## src/fbc_map.svh

```systemverilog
// offsets, fields, command codes, timing counts
// assumes inclusion by bare name
`ifndef FBC_MAP_SVH
`define FBC_MAP_SVH
// register offsets
`define FBC_OFF_CMD      8'h00
`define FBC_OFF_ADDR     8'h04
`define FBC_OFF_WDATA    8'h08
`define FBC_OFF_STATUS   8'h0C
`define FBC_OFF_RDATA    8'h10
`define FBC_OFF_CTRL     8'h14
// cmd fields
`define FBC_CMD_OP_LSB   0
`define FBC_CMD_OP_MSB   3
`define FBC_CMD_DATA_LSB 8
`define FBC_CMD_DATA_MSB 15
// ctrl fields
`define FBC_CTRL_RESET_BIT 0
`define FBC_CTRL_WIDE_BIT  1
`define FBC_CTRL_WP_BIT    2
`define FBC_CTRL_RST       32'h0000_0007
// device command codes
`define FBC_C_READ_ARRAY 8'hFF
`define FBC_C_READ_ID    8'h90
`define FBC_C_READ_STAT  8'h70
`define FBC_C_CLR_STAT   8'h50
`define FBC_C_ERASE_SU   8'h20
`define FBC_C_CHIP_SU    8'h30
`define FBC_C_CONFIRM    8'hD0
`define FBC_C_PROG_SU    8'h40
`define FBC_C_PROG_ALT   8'h10
`define FBC_C_SUSPEND    8'hB0
`define FBC_C_LOCK_SU    8'h60
`define FBC_C_LOCK_SET   8'h01
`define FBC_C_PERM_SET   8'hF1
// timing
`define FBC_CLK_PS       8000
`define FBC_RESET_NS     100
`define FBC_STROBE_NS    50
`define FBC_RESET_CYC    ((`FBC_RESET_NS * 1000 + `FBC_CLK_PS - 1) / `FBC_CLK_PS)
`define FBC_STROBE_CYC   ((`FBC_STROBE_NS * 1000 + `FBC_CLK_PS - 1) / `FBC_CLK_PS)
`endif

```

## src/fbc_pkg.sv

```systemverilog
// types for the flash bus controller
// assumes fbc_map.svh beside it
`include "fbc_map.svh"
package fbc_pkg;
    // operations software can order
    typedef enum logic [3:0] {
        FBC_OP_READ_ARRAY,
        FBC_OP_READ_ID,
        FBC_OP_READ_STAT,
        FBC_OP_CLR_STAT,
        FBC_OP_BLOCK_ERASE,
        FBC_OP_CHIP_ERASE,
        FBC_OP_PROGRAM,
        FBC_OP_SUSPEND,
        FBC_OP_RESUME,
        FBC_OP_LOCK_SET,
        FBC_OP_LOCK_CLR,
        FBC_OP_PERM_SET,
        FBC_OP_READ
    } fbc_op_t;
    // bus cycle kind for the pin engine
    typedef enum logic [1:0] {
        FBC_CYC_WRITE,
        FBC_CYC_READ
    } fbc_cyc_t;
endpackage
```

## src/fbc_cyc_if.sv

```systemverilog
// sequencer to pin engine bundle
// assumes one clock domain
`timescale 1ns/1ps
interface fbc_cyc_if #(parameter int AW = 20, parameter int DW = 16);
    logic                 req;   // start one bus cycle
    fbc_pkg::fbc_cyc_t    kind;  // read or write
    logic [AW-1:0]        addr;  // cycle address
    logic [DW-1:0]        wdata; // write value
    logic                 done;  // one-cycle end pulse
    logic [DW-1:0]        rdata; // captured read value
    modport seq (output req, kind, addr, wdata, input done, rdata);
    modport eng (input req, kind, addr, wdata, output done, rdata);
endinterface

```

## src/fbc_ctrl.sv

```systemverilog
// flash bus controller top: AXI4-Lite registers in, flash pins out
// assumes synchronous flash pins, ready_busy_n pulled up
//
// The implementer's own choices: the AXI4-Lite register port and the register offsets.
`timescale 1ns/1ps
`include "fbc_map.svh"
module fbc_ctrl #(
    parameter int AW      = 20,
    parameter int DW      = 16,
    parameter int RST_CYC = `FBC_RESET_CYC
) (
    input  wire logic          clk_sys,          // clock
    input  wire logic          rst_n,            // reset, low
    input  wire logic [7:0]    s_axi_awaddr,     // aw addr
    input  wire logic          s_axi_awvalid,    // aw valid
    output logic               s_axi_awready,    // aw ready
    input  wire logic [31:0]   s_axi_wdata,      // w data
    input  wire logic [3:0]    s_axi_wstrb,      // w strobes
    input  wire logic          s_axi_wvalid,     // w valid
    output logic               s_axi_wready,     // w ready
    output logic [1:0]         s_axi_bresp,      // b resp
    output logic               s_axi_bvalid,     // b valid
    input  wire logic          s_axi_bready,     // b ready
    input  wire logic [7:0]    s_axi_araddr,     // ar addr
    input  wire logic          s_axi_arvalid,    // ar valid
    output logic               s_axi_arready,    // ar ready
    output logic [31:0]        s_axi_rdata,      // r data
    output logic [1:0]         s_axi_rresp,      // r resp
    output logic               s_axi_rvalid,     // r valid
    input  wire logic          s_axi_rready,     // r ready
    output logic               chip_sel_n,       // chip select
    output logic               out_en_n,         // output enable
    output logic               write_en_n,       // write strobe
    output logic               reset_powerdown_n,// device reset
    output logic               byte_wide,        // high: 16 bit
    output logic               write_protect_n,  // low locks
    output logic [AW-1:0]      flash_addr,       // address pins
    input  wire logic [DW-1:0] flash_dq_in,      // data in
    output logic [DW-1:0]      flash_dq_out,     // data out
    output logic               flash_dq_oe_n,    // low drives
    input  wire logic          ready_busy_n      // low when busy
);
    import fbc_pkg::*;

    fbc_cyc_if #(.AW(AW), .DW(DW)) cyc_bus ();

    typedef enum logic [2:0] {S_IDLE, S_RESET, S_FIRST, S_SECOND, S_REPLY} fbc_seq_t;
    fbc_seq_t seq_q;

    // software-visible state and the reset counter
    logic [31:0]   ctrl_q;
    logic [AW-1:0] addr_q;
    logic [DW-1:0] wdata_q;
    logic [DW-1:0] rdata_q;
    fbc_op_t       op_q;
    logic [7:0]    aux_q;   // cmd data field, only read back; lock second codes come from op_q
    logic          busy_q;
    logic          err_q;
    logic [7:0]    rst_cnt_q;

    // bus slave holding state
    logic          aw_got_q, w_got_q;
    logic [7:0]    aw_q;
    logic [31:0]   w_q;
    logic [3:0]    ws_q;

    // request to the pin engine
    logic          req_q;
    fbc_cyc_t      kind_q;
    logic [AW-1:0] caddr_q;
    logic [DW-1:0] cdata_q;

    assign cyc_bus.req   = req_q;
    assign cyc_bus.kind  = kind_q;
    assign cyc_bus.addr  = caddr_q;
    assign cyc_bus.wdata = cdata_q;

    // first code of each operation; 40H used for program, 10H equally valid
    // only defined codes issued
    function automatic logic [7:0] first_code(input fbc_op_t op);
        unique case (op)
            FBC_OP_READ_ARRAY:  first_code = `FBC_C_READ_ARRAY;
            FBC_OP_READ_ID:     first_code = `FBC_C_READ_ID;
            FBC_OP_READ_STAT:   first_code = `FBC_C_READ_STAT;
            FBC_OP_CLR_STAT:    first_code = `FBC_C_CLR_STAT;
            FBC_OP_BLOCK_ERASE: first_code = `FBC_C_ERASE_SU;
            FBC_OP_CHIP_ERASE:  first_code = `FBC_C_CHIP_SU;
            FBC_OP_PROGRAM:     first_code = `FBC_C_PROG_SU;
            FBC_OP_SUSPEND:     first_code = `FBC_C_SUSPEND;
            FBC_OP_RESUME:      first_code = `FBC_C_CONFIRM;
            FBC_OP_LOCK_SET,
            FBC_OP_LOCK_CLR,
            FBC_OP_PERM_SET:    first_code = `FBC_C_LOCK_SU;
            default:            first_code = `FBC_C_READ_ARRAY;
        endcase
    endfunction

    // merge AXI byte lanes into an old word
    function automatic logic [31:0] merge(input logic [31:0] old, input logic [31:0] nw,
                                          input logic [3:0] st);
        for (int i = 0; i < 4; i++)
            merge[i*8 +: 8] = st[i] ? nw[i*8 +: 8] : old[i*8 +: 8];
    endfunction

    // operation decode
    wire fbc_op_t cmd_op    = fbc_op_t'(w_q[`FBC_CMD_OP_MSB:`FBC_CMD_OP_LSB]);
    wire          op_legal  = (w_q[`FBC_CMD_OP_MSB:`FBC_CMD_OP_LSB] <= 4'(FBC_OP_READ));
    wire          two_write = op_q inside {FBC_OP_BLOCK_ERASE, FBC_OP_CHIP_ERASE,
                              FBC_OP_PROGRAM, FBC_OP_LOCK_SET,
                              FBC_OP_LOCK_CLR, FBC_OP_PERM_SET};
    wire          one_read  = (op_q == FBC_OP_READ);
    // erase confirm; lock second code; program value
    wire [7:0]    sec_code  = (op_q == FBC_OP_LOCK_SET) ? `FBC_C_LOCK_SET :
                              (op_q == FBC_OP_PERM_SET) ? `FBC_C_PERM_SET : `FBC_C_CONFIRM;
    wire [DW-1:0] sec_data  = (op_q == FBC_OP_PROGRAM) ? wdata_q : DW'(sec_code);

    // write channel decode
    wire wr_fire   = aw_got_q && w_got_q && !s_axi_bvalid;
    wire wr_cmd    = wr_fire && (aw_q == `FBC_OFF_CMD);
    wire cmd_ok    = wr_cmd && (seq_q == S_IDLE) && op_legal;
    wire wr_known  = aw_q inside {`FBC_OFF_CMD, `FBC_OFF_ADDR,
                     `FBC_OFF_WDATA, `FBC_OFF_CTRL};

    // AXI write address and data capture, either order
    always_ff @(posedge clk_sys or negedge rst_n) begin
        if (!rst_n) begin
            aw_got_q <= 1'b0;
            w_got_q  <= 1'b0;
            aw_q     <= 8'h00;
            w_q      <= 32'h0000_0000;
            ws_q     <= 4'h0;
        end else begin
            if (s_axi_awvalid && s_axi_awready) begin
                aw_got_q <= 1'b1;
                aw_q     <= {s_axi_awaddr[7:2], 2'b00};
            end else if (wr_fire)
                aw_got_q <= 1'b0;
            if (s_axi_wvalid && s_axi_wready) begin
                w_got_q <= 1'b1;
                w_q     <= s_axi_wdata;
                ws_q    <= s_axi_wstrb;
            end else if (wr_fire)
                w_got_q <= 1'b0;
        end
    end

    // write response; a command while busy or an illegal op answers SLVERR
    always_ff @(posedge clk_sys or negedge rst_n) begin
        if (!rst_n) begin
            s_axi_awready <= 1'b1;
            s_axi_wready  <= 1'b1;
            s_axi_bvalid  <= 1'b0;
            s_axi_bresp   <= 2'b00;
        end else begin
            if (s_axi_awvalid && s_axi_awready)
                s_axi_awready <= 1'b0;
            if (s_axi_wvalid && s_axi_wready)
                s_axi_wready <= 1'b0;
            if (wr_fire) begin
                s_axi_bvalid <= 1'b1;
                s_axi_bresp  <= (!wr_known || (wr_cmd && !cmd_ok)) ? 2'b10 : 2'b00;
            end else if (s_axi_bvalid && s_axi_bready) begin
                s_axi_bvalid  <= 1'b0;
                s_axi_awready <= 1'b1;
                s_axi_wready  <= 1'b1;
            end
        end
    end

    // register writes
    // byte select from ctrl; write-protect from ctrl
    always_ff @(posedge clk_sys or negedge rst_n) begin
        if (!rst_n) begin
            ctrl_q  <= `FBC_CTRL_RST;
            addr_q  <= '0;
            wdata_q <= '0;
        end else if (wr_fire) begin
            if (aw_q == `FBC_OFF_CTRL)
                ctrl_q <= merge(ctrl_q, w_q, ws_q);
            if (aw_q == `FBC_OFF_ADDR)
                addr_q <= AW'(merge(32'(addr_q), w_q, ws_q));
            if (aw_q == `FBC_OFF_WDATA)
                wdata_q <= DW'(merge(32'(wdata_q), w_q, ws_q));
        end
    end

    // read channel
    wire [31:0] status_word = {29'h0, err_q, ready_busy_n, busy_q};
    wire [7:0]  ra = {s_axi_araddr[7:2], 2'b00};
    wire [31:0] rd_mux =
        (ra == `FBC_OFF_CMD)    ? {20'h0, aux_q, 4'(op_q)} :
        (ra == `FBC_OFF_ADDR)   ? 32'(addr_q) :
        (ra == `FBC_OFF_WDATA)  ? 32'(wdata_q) :
        (ra == `FBC_OFF_STATUS) ? status_word :
        (ra == `FBC_OFF_RDATA)  ? 32'(rdata_q) :
        (ra == `FBC_OFF_CTRL)   ? ctrl_q : 32'h0000_0000;
    wire rd_known = (ra <= `FBC_OFF_CTRL);

    always_ff @(posedge clk_sys or negedge rst_n) begin
        if (!rst_n) begin
            s_axi_arready <= 1'b1;
            s_axi_rvalid  <= 1'b0;
            s_axi_rdata   <= 32'h0000_0000;
            s_axi_rresp   <= 2'b00;
        end else if (s_axi_arvalid && s_axi_arready) begin
            s_axi_arready <= 1'b0;
            s_axi_rvalid  <= 1'b1;
            s_axi_rdata   <= rd_mux;
            s_axi_rresp   <= rd_known ? 2'b00 : 2'b10;
        end else if (s_axi_rvalid && s_axi_rready) begin
            s_axi_rvalid  <= 1'b0;
            s_axi_arready <= 1'b1;
        end
    end

    // sequencer: one or two writes, or one read, per op
    // reset pulse runs first, and again whenever ctrl reset bit is written 0 while idle
    always_ff @(posedge clk_sys or negedge rst_n) begin
        if (!rst_n) begin
            seq_q     <= S_RESET;
            op_q      <= FBC_OP_READ_ARRAY;
            aux_q     <= 8'h00;
            busy_q    <= 1'b1;
            err_q     <= 1'b0;
            rst_cnt_q <= 8'h00;
            req_q     <= 1'b0;
            kind_q    <= FBC_CYC_WRITE;
            caddr_q   <= '0;
            cdata_q   <= '0;
            rdata_q   <= '0;
            reset_powerdown_n <= 1'b0;
        end else begin
            req_q <= 1'b0;
            if (wr_cmd && !cmd_ok)
                err_q <= 1'b1;
            unique case (seq_q)
                // reset held low RST_CYC cycles after power-on, one cycle fewer after a ctrl reset
                S_RESET: begin
                    reset_powerdown_n <= 1'b0;
                    rst_cnt_q <= rst_cnt_q + 8'h01;
                    if (rst_cnt_q == 8'(RST_CYC - 1)) begin
                        reset_powerdown_n <= 1'b1;
                        rst_cnt_q <= 8'h00;
                        busy_q    <= 1'b0;
                        seq_q     <= S_IDLE;
                    end
                end
                S_IDLE: begin
                    if (wr_fire && aw_q == `FBC_OFF_CTRL && ws_q[0] &&
                        !w_q[`FBC_CTRL_RESET_BIT]) begin
                        busy_q <= 1'b1;
                        seq_q  <= S_RESET;
                    end else if (cmd_ok) begin
                        op_q    <= cmd_op;
                        aux_q   <= w_q[`FBC_CMD_DATA_MSB:`FBC_CMD_DATA_LSB];
                        busy_q  <= 1'b1;
                        err_q   <= 1'b0;
                        req_q   <= 1'b1;
                        caddr_q <= addr_q;
                        kind_q  <= (cmd_op == FBC_OP_READ) ? FBC_CYC_READ : FBC_CYC_WRITE;
                        cdata_q <= DW'(first_code(cmd_op));
                        seq_q   <= S_FIRST;
                    end
                end
                S_FIRST: if (cyc_bus.done) begin
                    if (one_read)
                        rdata_q <= cyc_bus.rdata;
                    if (two_write) begin
                        req_q   <= 1'b1;
                        kind_q  <= FBC_CYC_WRITE;
                        caddr_q <= addr_q;
                        cdata_q <= sec_data;
                        seq_q   <= S_SECOND;
                    end else
                        seq_q <= S_REPLY;
                end
                S_SECOND: if (cyc_bus.done)
                    seq_q <= S_REPLY;
                S_REPLY: begin
                    busy_q <= 1'b0;
                    seq_q  <= S_IDLE;
                end
                default: seq_q <= S_RESET;
            endcase
        end
    end

    always_ff @(posedge clk_sys or negedge rst_n) begin
        if (!rst_n) begin
            byte_wide       <= 1'b1;
            write_protect_n <= 1'b1;
        end else begin
            byte_wide       <= ctrl_q[`FBC_CTRL_WIDE_BIT];
            write_protect_n <= ctrl_q[`FBC_CTRL_WP_BIT];
        end
    end

    fbc_pin_engine #(.AW(AW), .DW(DW)) u_eng (
        .clk_sys (clk_sys),
        .rst_n   (rst_n),
        .cyc     (cyc_bus),
        .wide    (ctrl_q[`FBC_CTRL_WIDE_BIT]),
        .dq_in   (flash_dq_in),
        .ce_n    (chip_sel_n),
        .oe_n    (out_en_n),
        .we_n    (write_en_n),
        .a_out   (flash_addr),
        .dq_out  (flash_dq_out),
        .dq_oe_n (flash_dq_oe_n)
    );
endmodule

```

## src/fbc_pin_engine.sv

```systemverilog
// pin engine: one read or write cycle on the flash pins
// assumes synchronous inputs
`timescale 1ns/1ps
`include "fbc_map.svh"
module fbc_pin_engine #(
    parameter int AW      = 20,
    parameter int DW      = 16,
    parameter int STB_CYC = `FBC_STROBE_CYC
) (
    input  wire logic   clk_sys,  // system clock
    input  wire logic   rst_n,    // async reset, low
    fbc_cyc_if.eng      cyc,      // cycle requests
    input  wire logic   wide,     // sixteen-bit transfers
    input  wire logic [DW-1:0] dq_in, // data pins in
    output logic        ce_n,     // chip select
    output logic        oe_n,     // output enable
    output logic        we_n,     // write strobe
    output logic [AW-1:0] a_out,  // address pins
    output logic [DW-1:0] dq_out, // data pins out
    output logic        dq_oe_n   // low drives
);
    import fbc_pkg::*;
    typedef enum logic [1:0] {E_IDLE, E_SETUP, E_STROBE, E_HOLD} fbc_eng_t;
    fbc_eng_t eng_q;
    logic [7:0] cnt_q;
    logic       is_wr_q;
    wire        cnt_end = (cnt_q == 8'(STB_CYC - 1));
    // narrow mode keeps the upper lanes at zero
    wire [DW-1:0] rd_mask = wide ? {DW{1'b1}} : DW'(8'hFF);

    // write cycles: we_n rises before ce_n so the device latches on we_n
    // latch on first rising strobe
    always_ff @(posedge clk_sys or negedge rst_n) begin
        if (!rst_n) begin
            eng_q    <= E_IDLE;
            cnt_q    <= 8'h00;
            is_wr_q  <= 1'b0;
            ce_n     <= 1'b1;
            oe_n     <= 1'b1;
            we_n     <= 1'b1;
            a_out    <= '0;
            dq_out   <= '0;
            dq_oe_n  <= 1'b1;
            cyc.done <= 1'b0;
            cyc.rdata <= '0;
        end else begin
            cyc.done <= 1'b0;
            unique case (eng_q)
                E_IDLE: if (cyc.req) begin
                    is_wr_q <= (cyc.kind == FBC_CYC_WRITE);
                    a_out   <= cyc.addr;
                    dq_out  <= cyc.wdata & rd_mask;
                    dq_oe_n <= (cyc.kind != FBC_CYC_WRITE);
                    ce_n    <= 1'b0;
                    eng_q   <= E_SETUP;
                end
                E_SETUP: begin
                    we_n  <= ~is_wr_q;
                    oe_n  <= is_wr_q;
                    cnt_q <= 8'h00;
                    eng_q <= E_STROBE;
                end
                E_STROBE: begin
                    cnt_q <= cnt_q + 8'h01;
                    if (cnt_end) begin
                        we_n  <= 1'b1;
                        oe_n  <= 1'b1;
                        if (!is_wr_q)
                            cyc.rdata <= dq_in & rd_mask;
                        eng_q <= E_HOLD;
                    end
                end
                E_HOLD: begin
                    ce_n     <= 1'b1;
                    dq_oe_n  <= 1'b1;
                    cyc.done <= 1'b1;
                    eng_q    <= E_IDLE;
                end
            endcase
        end
    end
endmodule

```

## config.mk

```make
export PLATFORM = sky130hd
export DESIGN_NAME = fbc_ctrl
export DESIGN_NICKNAME = d
export VERILOG_FILES = /design/src/fbc_pkg.sv /design/src/fbc_cyc_if.sv /design/src/fbc_ctrl.sv /design/src/fbc_pin_engine.sv
export VERILOG_INCLUDE_DIRS = /design/src
export SDC_FILE = /design/constraint.sdc
export NUM_CORES = 1
export LEC_CHECK = 0
export ABC_CLOCK_PERIOD_IN_PS = 6000
export BUFFER_PORTS_ARGS = -buffer_cell sky130_fd_sc_hd__buf_2
export CAP_MARGIN = 15
export CORE_ASPECT_RATIO = 0.75
export CORE_MARGIN = 10
export CORE_UTILIZATION = 40
export DETAILED_ROUTE_END_ITERATION = 8
export PLACE_DENSITY = 0.63
export SLEW_MARGIN = 0
export SYNTH_ARGS = -nofsm -noshare
export SYNTH_HDL_FRONTEND = slang
export SYNTH_SLANG_ARGS = --single-unit
```

## constraint.sdc

```tcl
create_clock -name clk_sys -period 6 [get_ports clk_sys]
set_input_delay 1.2 -clock clk_sys [delete_from_list [all_inputs] [get_ports clk_sys]]
set_output_delay 1.2 -clock clk_sys [all_outputs]
set_load 0.05 [all_outputs]
```

==> run_results.csv <==
group,metric,value,unit
synth,synthMuxAreaShare,18.85,%
job,maxCapViolations,0,
pwr,power_density,390.5,mW/mm2
clock_network,ctsResizeCount,0,
global_routing,grt_max_degree,127,
synth,synth_xor_area_share,0.4089,%
layout,multi_input_area,0.004979,mm2
layout,regArea,0.007550,mm2
placed_design,io_buffers,153,
timing,fin_ws,3218,ps
synth,synth_edf_count,0,
clock_network,clk_latency,570,ps
synth,syn_avg_cell_area,12.44,um2
clock_network,cts_tree,"done",
clock_network,cts_root_buf,"clkbuf_16",
global_routing,grt_pass1_vias,8526,
global_routing,grt_usage,16.06,%
routing,antenna_left,0,
synth,synthAdderAreaFrac,0.7593,%
synth,yosys.area_share.simple,9.969,%
clock_network,cts_made_buffers,31,
floorplanning,die-area,0.03977,mm2
clock_network,hold_buffers,0,
global_routing,grt_first_pass_wirelength,50540,um
routing,drt_iter0_markers,653,
routing,dr_wl_met3,1436,um
timing,finalHoldViolations,0,
worst_setup_path,cp.arrival,3240,ps
synth,syn_inst,1033,
floorplanning,core_area,0.03146,mm2
clock_network,clk_pin_slew,60,ps
placed_design,dp_hpwl,22280,um
synth,ys_types,68,
timing,finalSetupViolCount,0,
synth,yosysMostFrequentCell,"dfrtp_1",
worst_setup_path,worst_ep_required_time,6450,ps
timing,hold_slack,380.6,ps
timing,finalMaxSlewViolations,0,
routing,dr_wl_met2,14370,um
routing,wl_per_cell,19.84,um
global_routing,grt_overflow,0,
layout,fin_nets,1258,
synth,yosysTopAreaCell,"dfrtp_1",
synth,syn_area,0.01285,mm2
timing,post-route-period-util,46.36,%
layout,drive_gt1_share,37.75,%
routing,route.layer.met1.wl,15360,um
clock_network,max-clock-path-buffers,3,
synth,synth_top_area_share,55.88,%
layout,fillers,2878,
floorplanning,fp.dieW,227.0,um
routing,vias,8330,
routing,drt_first_pass_iters,6,
layout,area_delta_synth_final,16.56,%
pwr,p_leak,0.007354,uW
clock_network,cts_sinks,301,
timing,fmax,359.5,MHz
timing,timing.slew.headroom,26.82,%
timing,rsz0062_at_grt,"false",
synth,synth_top_family_by_area,"multiplexers",
placed_design,place.gp.congestion,0.8203,
worst_setup_path,critPathKind,"flip-flop to flip-flop",
clock_network,htreeDepth,1,
layout,final_util,47.62,%
synth,ys_seq_area_share,58.74,%
timing,worstMarginPinSlew,1098,ps
synth,synth-seq-cells,301,
synth,ys_warn_count,0,
timing,fin_skew,11.90,ps
pwr,irDropWorstVdd,0.2948,mV
routing,routed_wl,31870,um
layout,diodes,0,
routing,highest_layer,"met5",
clock_network,post-cts-setup-buffer-count,0,
status,status,"finished, final reports clean",
worst_setup_path,critPathCaptureType,"flip-flop",
hold_path,hold_path_class,"flip-flop to flip-flop",
floorplanning,die_y,175.2,um
worst_setup_path,cp-start-kind,"flip-flop",
timing,finalCriticalPeriod,2782,ps
synth,synthTopCellsByCount,"dfrtp_1 (287), mux2_2 (167), nand2_1 (136)",
placed_design,post-place-ws,2628,ps
floorplanning,io_pins,160,
timing,fin_setup_tns,0,ps
worst_setup_path,path_max_fanout,14,
pwr,total_power,5849,uW
routing,avgViaCountPerCell,5.187,
synth,synthArstFlopShare,100.0,%
floorplanning,start_util,40.85,%
global_routing,antenna_found_initial,1,
synth,yosys_most_used_dff,"dfrtp_1",
synth,synth_compound_area_share,8.635,%
floorplanning,rows,56,
synth,yosys-top-cells-area,"dfrtp_1 (56%), mux2_2 (15%), nand2_1 (4.0%)",
routing,drc_errors,0,
==> per-stage QoR <==
stage / area, um2 / cells
floorplan: 12860 / 1034
global placement: 13960 / 1548
detailed placement: 13960 / 1548
CTS: 14980 / 1606
global route: 14980 / 1606
finish: 14980 / 1606
==> registers in the layout, summed over array words and instances, names as in the netlist, 20 cells and up <==
name and flops:
ctrl_q 32, addr_q 20, w_q 32, s_axi_rdata 32
caddr_q 20, u_eng.a_out 20
==> cell type report <==
type,instances,area share (%)
flip-flops and latches,301,50.40
multi-input cells,661,33.23
clock buffers,48,6.206
repair buffers,163,5.763
well taps,406,3.391
clock inverters,10,0.5846
inverters,17,0.4260
==> critical path, cell delays in order (launching register included) <==
cell and delay, ps:
dfrtp_1 380, or4_1 660, nor4b_4 410, and3_1 800, mux2_2 410
==> path summary, 6_finish.rpt <==
check / start / end / slack (ps) / cells after the start
max: aw_q[5] / aux_q[1] / 3220 / 4
min: ctrl_q[2] / write_protect_n / 380 / 0
max reg2reg: aw_q[5] / aux_q[1] / 3220 / 4
min reg2reg: ctrl_q[2] / write_protect_n / 380 / 0
max in group asynchronous: rst_n / u_eng.dq_out[13] / 3960 / 2
min in group asynchronous: rst_n / s_axi_rdata[20] / 720 / 1
==> per-layer routing <==
metal / vias up / GRT usage, %
met2: 161 / 24.45
met5: - / 0
met4: 2 / 4.018
met1: 4167 / 22.74
met3: 49 / 3.513
li1: 3951 / -
==> power breakdown <==
group / total [uW] / internal [uW] / switching [uW] / leakage, uW
logic: 1140 / 492 / 644 / 0.00288
clock network: 1910 / 1110 / 801 / 0.000504
registers: 2800 / 2420 / 384 / 0.00397
==> kinds of logic after synthesis <==
family | count (synthesis)
adders and majority gates | 8
DFF | 301
and+or+nand+nor | 268
other | 1
buffers and inverters | 72
AOI/OAI and AO/OA | 170
xor gates and xnor gates | 6
muxes | 207
==> placed cells by master (no fill, tap or decap), drive strengths merged, types with 6 or more instances in the layout <==
master / n
nor2b: 10
o31ai: 8
nand2: 136
clkinv: 6
dfstp: 14
a221oi: 8
inv: 19
o21ai: 75
a21o: 6
o2bb2ai: 7
and3: 8
nor3: 11
nand2b: 10
a21oi: 29
buf: 163
mux2i: 11
mux2: 196
ha: 7
clkbuf: 48
nor2: 40
dfrtp: 287
nand3: 17
nor3b: 7
o22ai: 7
Note: power is estimated with default switching activity, not from simulation.
